--- config.mk ---
export PLATFORM = sky130hd
export DESIGN_NAME = mss_top
export DESIGN_NICKNAME = d
export VERILOG_FILES = /design/src/rtl/mss_top.v
export VERILOG_INCLUDE_DIRS = /design/src /design/src/rtl
export SDC_FILE = /design/constraint.sdc
export NUM_CORES = 2
export LEC_CHECK = 0
export BUFFER_PORTS_ARGS = -buffer_cell sky130_fd_sc_hd__buf_2
export CAP_MARGIN = 20
export CORE_MARGIN = 3
export CORE_UTILIZATION = 45
export CTS_CLUSTER_SIZE = 28
export DETAILED_ROUTE_END_ITERATION = 16
export PLACE_DENSITY_LB_ADDON = 0.15
export SYNTH_ARGS = -nofsm -noshare
export SYNTH_HDL_FRONTEND = slang
export SYNTH_SLANG_ARGS = --single-unit
--- constraint.sdc ---
create_clock -name core_clk -period 27.4 [get_ports core_clk]
set_input_delay 1.37 -clock core_clk [delete_from_list [all_inputs] [get_ports core_clk]]
set_output_delay 1.37 -clock core_clk [all_outputs]
set_load 0.05 [all_outputs]
--- src/rtl/mss_defines.vh ---
// constants for the multi-segment stage sequencer
`ifndef MSS_DEFINES_VH
`define MSS_DEFINES_VH
// register word addresses
`define MSS_A_SP_BASE    6'h00
`define MSS_A_DUR_BASE   6'h10
`define MSS_A_RAMP_BASE  6'h20
`define MSS_A_END_MODE   6'h30
`define MSS_A_RETAIN     6'h31
`define MSS_A_CTRL       6'h32
`define MSS_A_MAX_FREQ   6'h33
`define MSS_A_STATUS     6'h34
`define MSS_A_ELAPSED    6'h35
// set-point limits in 0.1 percent units
`define MSS_SP_MAX       16'sh03e8
`define MSS_SP_MIN       -16'sh03e8
`define MSS_SP_RST       16'h0000
`define MSS_SP_DIV       34'sh0000003e8
// end-of-cycle modes
`define MSS_END_STOP     2'h0
`define MSS_END_HOLD     2'h1
`define MSS_END_LOOP     2'h2
// field positions
`define MSS_RET_PWR_BIT  0
`define MSS_RET_STOP_BIT 4
`define MSS_CTRL_SEQ_BIT 0
`define MSS_CTRL_LAST_LO 4
`define MSS_CTRL_LAST_HI 7
// reset values
`define MSS_DUR_RST      16'h0000
`define MSS_RAMP_RST     2'h0
`define MSS_LAST_RST     4'hf
`define MSS_MAXF_RST     16'h1388
// duration tick: 0.1 s at 25 MHz
`define MSS_TICK_NS      100000000
`define MSS_CLK_NS       40
`endif

--- src/rtl/mss_top.v ---
// multi-segment set-points and timed stage sequencer for a drive
//
// Implementation choices: the address map and the address-and-strobe port.
`timescale 1ns/1ns
`include "mss_defines.vh"
module mss_top #(
   parameter TICK_CYC = `MSS_TICK_NS / `MSS_CLK_NS
) (
   input  wire               core_clk,
   input  wire               rst_b,
   input  wire [5:0]         reg_addr,
   input  wire [15:0]        reg_wdata,
   input  wire               reg_wr,
   input  wire               reg_rd,
   output reg  [15:0]        reg_rdata,
   input  wire [3:0]         di_segment_sel,
   input  wire               run_req,
   input  wire               stop_req,
   input  wire               power_loss,
   output reg                running_q,
   output reg                holding_q,
   output reg  [3:0]         stage_q,
   output reg  [1:0]         ramp_set_q,
   output reg                cycle_done_q,
   output reg  signed [16:0] freq_ref_q,
   output reg  signed [15:0] vf_ref_q,
   output reg  signed [15:0] pid_ref_q
);

   localparam ST_IDLE = 2'h0;
   localparam ST_RUN  = 2'h1;
   localparam ST_HOLD = 2'h2;

   integer i;

   reg signed [15:0] sp_q   [0:15];
   reg [15:0]        dur_q  [0:15];
   reg [1:0]         ramp_q [0:15];
   reg [1:0]         end_mode_q;
   reg               ret_pwr_q;
   reg               ret_stop_q;
   reg               seq_en_q;
   reg [3:0]         last_stage_q;
   reg [15:0]        max_freq_q;
   reg [1:0]         state_q;
   reg [1:0]         state_d;
   reg [3:0]         stage_d;
   reg [15:0]        elapsed_q;
   reg [15:0]        elapsed_d;
   reg [31:0]        presc_q;
   reg               done_d;

   wire signed [15:0] wr_sp;
   wire               wr_sp_hi;
   wire               wr_sp_lo;
   wire               tick;
   wire [15:0]        dur_cur;
   wire               stage_end;
   wire signed [15:0] di_sp;
   wire signed [15:0] seq_sp;
   wire signed [33:0] freq_prod;
   wire signed [33:0] freq_quot;

   // clamp written set-point into the legal percentage span
   assign wr_sp    = reg_wdata;
   assign wr_sp_hi = wr_sp > `MSS_SP_MAX;
   assign wr_sp_lo = wr_sp < `MSS_SP_MIN;

   // configuration registers, written over the plain port
   always @(posedge core_clk or negedge rst_b) begin
      if (!rst_b) begin
         for (i = 0; i < 16; i = i + 1) begin
            sp_q[i]   <= `MSS_SP_RST;
            dur_q[i]  <= `MSS_DUR_RST;
            ramp_q[i] <= `MSS_RAMP_RST;
         end
         end_mode_q   <= `MSS_END_STOP;
         ret_pwr_q    <= 1'b0;
         ret_stop_q   <= 1'b0;
         seq_en_q     <= 1'b0;
         last_stage_q <= `MSS_LAST_RST;
         max_freq_q   <= `MSS_MAXF_RST;
      end else if (reg_wr) begin
         case (reg_addr[5:4])
            2'h0: begin
               if (wr_sp_hi) begin
                  sp_q[reg_addr[3:0]] <= `MSS_SP_MAX;
               end else if (wr_sp_lo) begin
                  sp_q[reg_addr[3:0]] <= `MSS_SP_MIN;
               end else begin
                  sp_q[reg_addr[3:0]] <= wr_sp;
               end
            end
            2'h1: begin
               dur_q[reg_addr[3:0]] <= reg_wdata;
            end
            2'h2: begin
               ramp_q[reg_addr[3:0]] <= reg_wdata[1:0];
            end
            default: begin
               if (reg_addr == `MSS_A_END_MODE) begin
                  if (reg_wdata[1:0] == 2'h3) begin
                     end_mode_q <= `MSS_END_LOOP;
                  end else begin
                     end_mode_q <= reg_wdata[1:0];
                  end
               end
               if (reg_addr == `MSS_A_RETAIN) begin
                  ret_pwr_q  <= reg_wdata[`MSS_RET_PWR_BIT];
                  ret_stop_q <= reg_wdata[`MSS_RET_STOP_BIT];
               end
               if (reg_addr == `MSS_A_CTRL) begin
                  seq_en_q     <= reg_wdata[`MSS_CTRL_SEQ_BIT];
                  last_stage_q <= reg_wdata[`MSS_CTRL_LAST_HI:
                                            `MSS_CTRL_LAST_LO];
               end
               if (reg_addr == `MSS_A_MAX_FREQ) begin
                  max_freq_q <= reg_wdata;
               end
            end
         endcase
      end
   end

   // read data stands one cycle after the strobe; unmapped reads zero
   always @(posedge core_clk or negedge rst_b) begin
      if (!rst_b) begin
         reg_rdata <= 16'h0000;
      end else if (reg_rd) begin
         case (reg_addr[5:4])
            2'h0: reg_rdata <= sp_q[reg_addr[3:0]];
            2'h1: reg_rdata <= dur_q[reg_addr[3:0]];
            2'h2: reg_rdata <= {14'h0000, ramp_q[reg_addr[3:0]]};
            default: begin
               case (reg_addr)
                  `MSS_A_END_MODE: reg_rdata <= {14'h0000, end_mode_q};
                  `MSS_A_RETAIN:
                     reg_rdata <= {11'h000, ret_stop_q, 3'h0, ret_pwr_q};
                  `MSS_A_CTRL:
                     reg_rdata <= {8'h00, last_stage_q, 3'h0, seq_en_q};
                  `MSS_A_MAX_FREQ: reg_rdata <= max_freq_q;
                  `MSS_A_STATUS:
                     reg_rdata <= {8'h00, stage_q, ramp_set_q,
                                   holding_q, running_q};
                  `MSS_A_ELAPSED:  reg_rdata <= elapsed_q;
                  default:         reg_rdata <= 16'h0000;
               endcase
            end
         endcase
      end else begin
         reg_rdata <= 16'h0000;
      end
   end

   // tenth-unit prescaler; restarts on each stage so timing is exact
   assign tick = (presc_q == TICK_CYC - 1);

   always @(posedge core_clk or negedge rst_b) begin
      if (!rst_b) begin
         presc_q <= 32'h00000000;
      end else if (state_q != ST_RUN || stage_end || tick) begin
         presc_q <= 32'h00000000;
      end else begin
         presc_q <= presc_q + 32'h00000001;
      end
   end

   // a zero duration stage is passed through in one cycle
   assign dur_cur   = dur_q[stage_q];
   assign stage_end = (elapsed_q >= dur_cur);

   // sequencer next state
   always @* begin
      state_d   = state_q;
      stage_d   = stage_q;
      elapsed_d = elapsed_q;
      done_d    = 1'b0;
      case (state_q)
         ST_IDLE: begin
            // run resumes from saved stage and time
            if (run_req && !stop_req) begin
               state_d = ST_RUN;
            end
         end
         ST_RUN: begin
            if (stop_req) begin
               state_d = ST_IDLE;
            end else if (stage_end) begin
               elapsed_d = 16'h0000;
               if (stage_q >= last_stage_q) begin
                  done_d = 1'b1;
                  case (end_mode_q)
                     `MSS_END_STOP: begin
                        state_d = ST_IDLE;
                        stage_d = 4'h0;
                     end
                     `MSS_END_HOLD: begin
                        state_d = ST_HOLD;
                     end
                     default: begin
                        stage_d = 4'h0;
                     end
                  endcase
               end else begin
                  stage_d = stage_q + 4'h1;
               end
            end else if (tick) begin
               elapsed_d = elapsed_q + 16'h0001;
            end
         end
         ST_HOLD: begin
            if (stop_req) begin
               state_d = ST_IDLE;
            end
         end
         default: begin
            state_d = ST_IDLE;
         end
      endcase
      // a stop without retention restarts next run
      if (stop_req && state_q != ST_IDLE && !ret_stop_q) begin
         stage_d   = 4'h0;
         elapsed_d = 16'h0000;
      end
      // power loss forgets position unless retained
      if (power_loss) begin
         state_d = ST_IDLE;
         if (!ret_pwr_q) begin
            stage_d   = 4'h0;
            elapsed_d = 16'h0000;
         end
      end
   end

   always @(posedge core_clk or negedge rst_b) begin
      if (!rst_b) begin
         state_q      <= ST_IDLE;
         stage_q      <= 4'h0;
         elapsed_q    <= 16'h0000;
         cycle_done_q <= 1'b0;
      end else begin
         state_q      <= state_d;
         stage_q      <= stage_d;
         elapsed_q    <= elapsed_d;
         cycle_done_q <= done_d;
      end
   end

   assign di_sp  = sp_q[di_segment_sel];
   assign seq_sp = seq_en_q ? sp_q[stage_d] : di_sp;

   // scale by maximum frequency; divide keeps sign toward zero
   assign freq_prod = seq_sp * $signed({18'h00000, max_freq_q});
   assign freq_quot = freq_prod / `MSS_SP_DIV;

   // outputs registered; frequency is zero whenever not running
   always @(posedge core_clk or negedge rst_b) begin
      if (!rst_b) begin
         running_q  <= 1'b0;
         holding_q  <= 1'b0;
         ramp_set_q <= `MSS_RAMP_RST;
         freq_ref_q <= 17'sh00000;
         vf_ref_q   <= 16'sh0000;
         pid_ref_q  <= 16'sh0000;
      end else begin
         running_q  <= (state_d != ST_IDLE);
         holding_q  <= (state_d == ST_HOLD);
         ramp_set_q <= ramp_q[stage_d];
         if (state_d != ST_IDLE) begin
            freq_ref_q <= freq_quot[16:0];
         end else begin
            freq_ref_q <= 17'sh00000;
         end
         vf_ref_q   <= di_sp;
         pid_ref_q  <= di_sp;
      end
   end

endmodule

==> key figures <==
Critical path
  – Reg2reg setup slack: 0.87 ns
  – Most used cell, CP: buf_4
  – Setup crit start kind: flip-flop
  – Top delay family on crit path: compound AO/OA/AOI/OAI gates
  – Arrival time worst endpoint: 27.09 ns
  – Worst EP required: 27.97 ns
  – Slowest stage delay, CP: 0.56 ns
  – Setup crit end kind: flip-flop
  – CP max FO: 18
  – Crit-path slowest cell: or4_1
  – Setup CP Type: reg2reg
  – WP buf/inv: 25

Floorplan
  – Core Region: 120000 sq um
  – Die area: 126000 sq um
  – Row count: 127
  – Chip height: 355 um
  – Top Ports: 107
  – Die W: 355 um
  – Initial Util: 0.455

GRT
  – Initial antenna violation count: 14
  – Global-route wire length before repair: 277000 um
  – Largest net degree at the start of global routing: 181
  – Number of global-route vias before repair: 46078
  – GR Overflow Total: 0
  – Total GRT Usage: 0.283

Clocking
  – Clock Path Buffers: 3
  – TritonCTS Buffers: 77
  – Skew-Pair Late Insertion Delay: 0.70 ns
  – Hold Buf Count CTS: 0
  – CTS tree: done
  – Clk root buf: clkbuf_16
  – Worst-path clk slew: 0.06 ns
  – Clock sink count: 677
  – H-tree level count: 3

Drt
  – ANT nets after route: 0
  – DRC violations left: 0
  – Wl on met1: 75800 um
  – Wirelength per Cell: 24.5 um
  – Detailed router's first-iteration violation count: 4098
  – WL met3: 14900 um
  – Met2 wire length: 84100 um
  – DRT Wirelength: 182000 um
  – Via-per-instance ratio: 6.20
  – Top sig layer: met5
  – Drt first pass iters: 7
  – DR vias: 46221

Yosys
  – Cell taking the most area after synthesis: dfrtp_1
  – Yosys warns: 0
  – Mapped Cells: 5415
  – Register bit total from synthesis: 677
  – Post-Synth XOR/XNOR Area: 0.0252
  – Yosys top cell area share: 0.306
  – Largest family of logic cells by synthesized area: multiplexers
  – Post-synthesis compound-gate area fraction: 0.165
  – Sequential area share after synthesis: 0.310
  – Post-synth cell types: 159
  – Syn nets: 5789
  – Mapped Area: 54700 sq um
  – Number of flops mapped to enable cells by yosys: 0
  – Largest cells by area after synthesis: dfrtp_1, mux4_2, fa_1
  – Mux contribution to synthesized area: 0.199
  – Post-synthesis adder-cell area fraction: 0.105
  – Simple-Gate Fraction of Synth Area: 0.146
  – Synth Flop Type: dfrtp_1
  – Asr flop ratio synth: 1.00
  – Mean Syn Cell Area: 10.1 sq um

Placement
  – Routability Congestion: 0.926
  – Post-DP HPWL: 124000 um
  – Number of I/O port buffers: 106

Cells and area
  – Layout cell share with drive strength beyond 1: 0.305
  – Layout Utilization: 0.537
  – # fillers: 10770
  – Layout area overhead: 18.1%
  – Fin nets: 6148

Timing
  – Worst clock skew: 0.0300 ns
  – Setup violators final: 0
  – F_max: 37.7 MHz
  – Pins over their slew limit: 0
  – Tcrit/Tclk final: 0.968
  – Final count of hold timing violations: 0
  – Min cycle time layout: 26.53 ns
  – Worst-Margin Slew: 1.15 ns
  – Slew headroom: 0.232

Worst hold path
  – Hold Path Class: reg2reg

Outcome
  – Status: complete, no violations

Flow run
  – Number of max-cap violations: 0
[repair_timing]
item                                    CTS  global route
pin swaps                                 0            84
endpoints found under the setup margin   17            17
gates resized for setup                  21           292
buffers inserted                          0            69
endpoints found under the hold margin     0             0
cloned                                    0             8
[cell type report]
class	count	area, sq um	share of cell area
Antenna cell	5	12.5	0.000194
Clock inverter	38	611	0.00946
Timing Repair Buffer	649	5180	0.0802
Tap cell	1612	2020	0.0312
Inverter	293	1110	0.0172
Multi-Input combinational cell	4076	36500	0.566
Sequential cell	677	17000	0.263
Clock buffer	103	2150	0.0334
[layout by cell type (no fill, tap or decap), drive strengths merged, types with 88 or more instances in the layout]
cell	Yosys	final
ha	147	147
buf	106	643
xnor2	88	88
mux4	282	282
mux2i	97	97
mux2	314	314
and2	101	101
nand2	648	648
clkbuf	262	109
nor3	92	92
a221oi	100	100
a21o	137	137
o21ai	332	332
dfrtp	668	668
inv	291	295
nand3	137	137
a21oi	199	199
fa	194	194
nor2	299	300
[synthesized netlist by cell type, types with 96 or more instances]
cell type and instances:
a21oi_1 187, a221oi_1 99, mux2_2 309, clkbuf_1 258, fa_1 194, nand2_1 643, mux4_2 282, dfrtp_1 668
inv_1 288, o21ai_0 300, mux2i_1 96, nor2_1 293, nand3_1 133, a21o_1 128, ha_1 147
[metal layers]
metal  global-route usage  vias to the layer above
li1                     -                    20553
met1                0.381                    23335
met2                0.453                     1914
met3               0.0536                      411
met4                0.108                        8
met5                    0                        -
[path summary, 6_finish.rpt]
kind                             from              to  cells after the start
min in group asynchronous       rst_b       sp_q[225]                      1
max                        stage_q[0]  freq_ref_q[16]                    114
max in group asynchronous       rst_b   freq_ref_q[2]                      4
min                         dur_q[84]       dur_q[84]                      2
max reg2reg                stage_q[0]  freq_ref_q[16]                    114
min reg2reg                 dur_q[84]       dur_q[84]                      2
[flip-flops by register name, indices dropped and copies added, names as in the netlist]
| signal | flops |
|---|---|
| reg_rdata | 16 |
| dur_q | 256 |
| running_q | 1 |
| ret_pwr_q | 1 |
| ret_stop_q | 1 |
| presc_q | 32 |
| ramp_set_q | 2 |
| last_stage_q | 4 |
| end_mode_q | 2 |
| seq_en_q | 1 |
| state_q | 2 |
| elapsed_q | 16 |
| freq_ref_q | 17 |
| cycle_done_q | 1 |
| holding_q | 1 |
| stage_q | 4 |
| max_freq_q | 16 |
| ramp_q | 32 |
| pid_ref_q | 16 |
| sp_q | 256 |
[worst reg2reg max path, delay by kind of cell, from the launching register on]
| family | cells | cell delay [ns] |
|---|---|---|
| buffers and inverters | 25 | 3.67 |
| DFF | 1 | 0.49 |
| xor gates and xnor gates | 1 | 0.16 |
| and+or+nand+nor | 26 | 5.92 |
| adders and majority gates | 9 | 3.79 |
| AOI/OAI and AO/OA | 48 | 10.77 |
| muxes | 5 | 1.56 |
[cells by family (layout without fill, tap and decap cells)]
family,after synthesis,count (layout)
buffers and inverters,663,1083
adders and majority gates,345,345
and+or+nand+nor,1653,1654
DFF,677,677
muxes,693,693
other,0,5
xor gates and xnor gates,153,153
AOI/OAI and AO/OA,1231,1231
[through the flow]
stage / setup TNS (ns) / cells / area (sq um) / hold WS [ns] / setup WS (ns)
2_1_floorplan: 0 / 5415 / 54700 / 0.461 / 0.0274
3_3_place_gp: -2.29 / 7223 / 59500 / 0.478 / -0.323
3_5_place_dp: -7.25 / 7224 / 59500 / 0.492 / -0.642
4_1_cts: 0 / 7365 / 62300 / 0.506 / 0.0330
5_1_grt: -1.88 / 7449 / 64600 / 0.534 / -0.217
6_report: 0 / 7453 / 64600 / 0.505 / 0.875
Power is left out: the tool's default activity adds up to more than one toggle a clock period on the data nets, which glitch-free logic cannot reach.
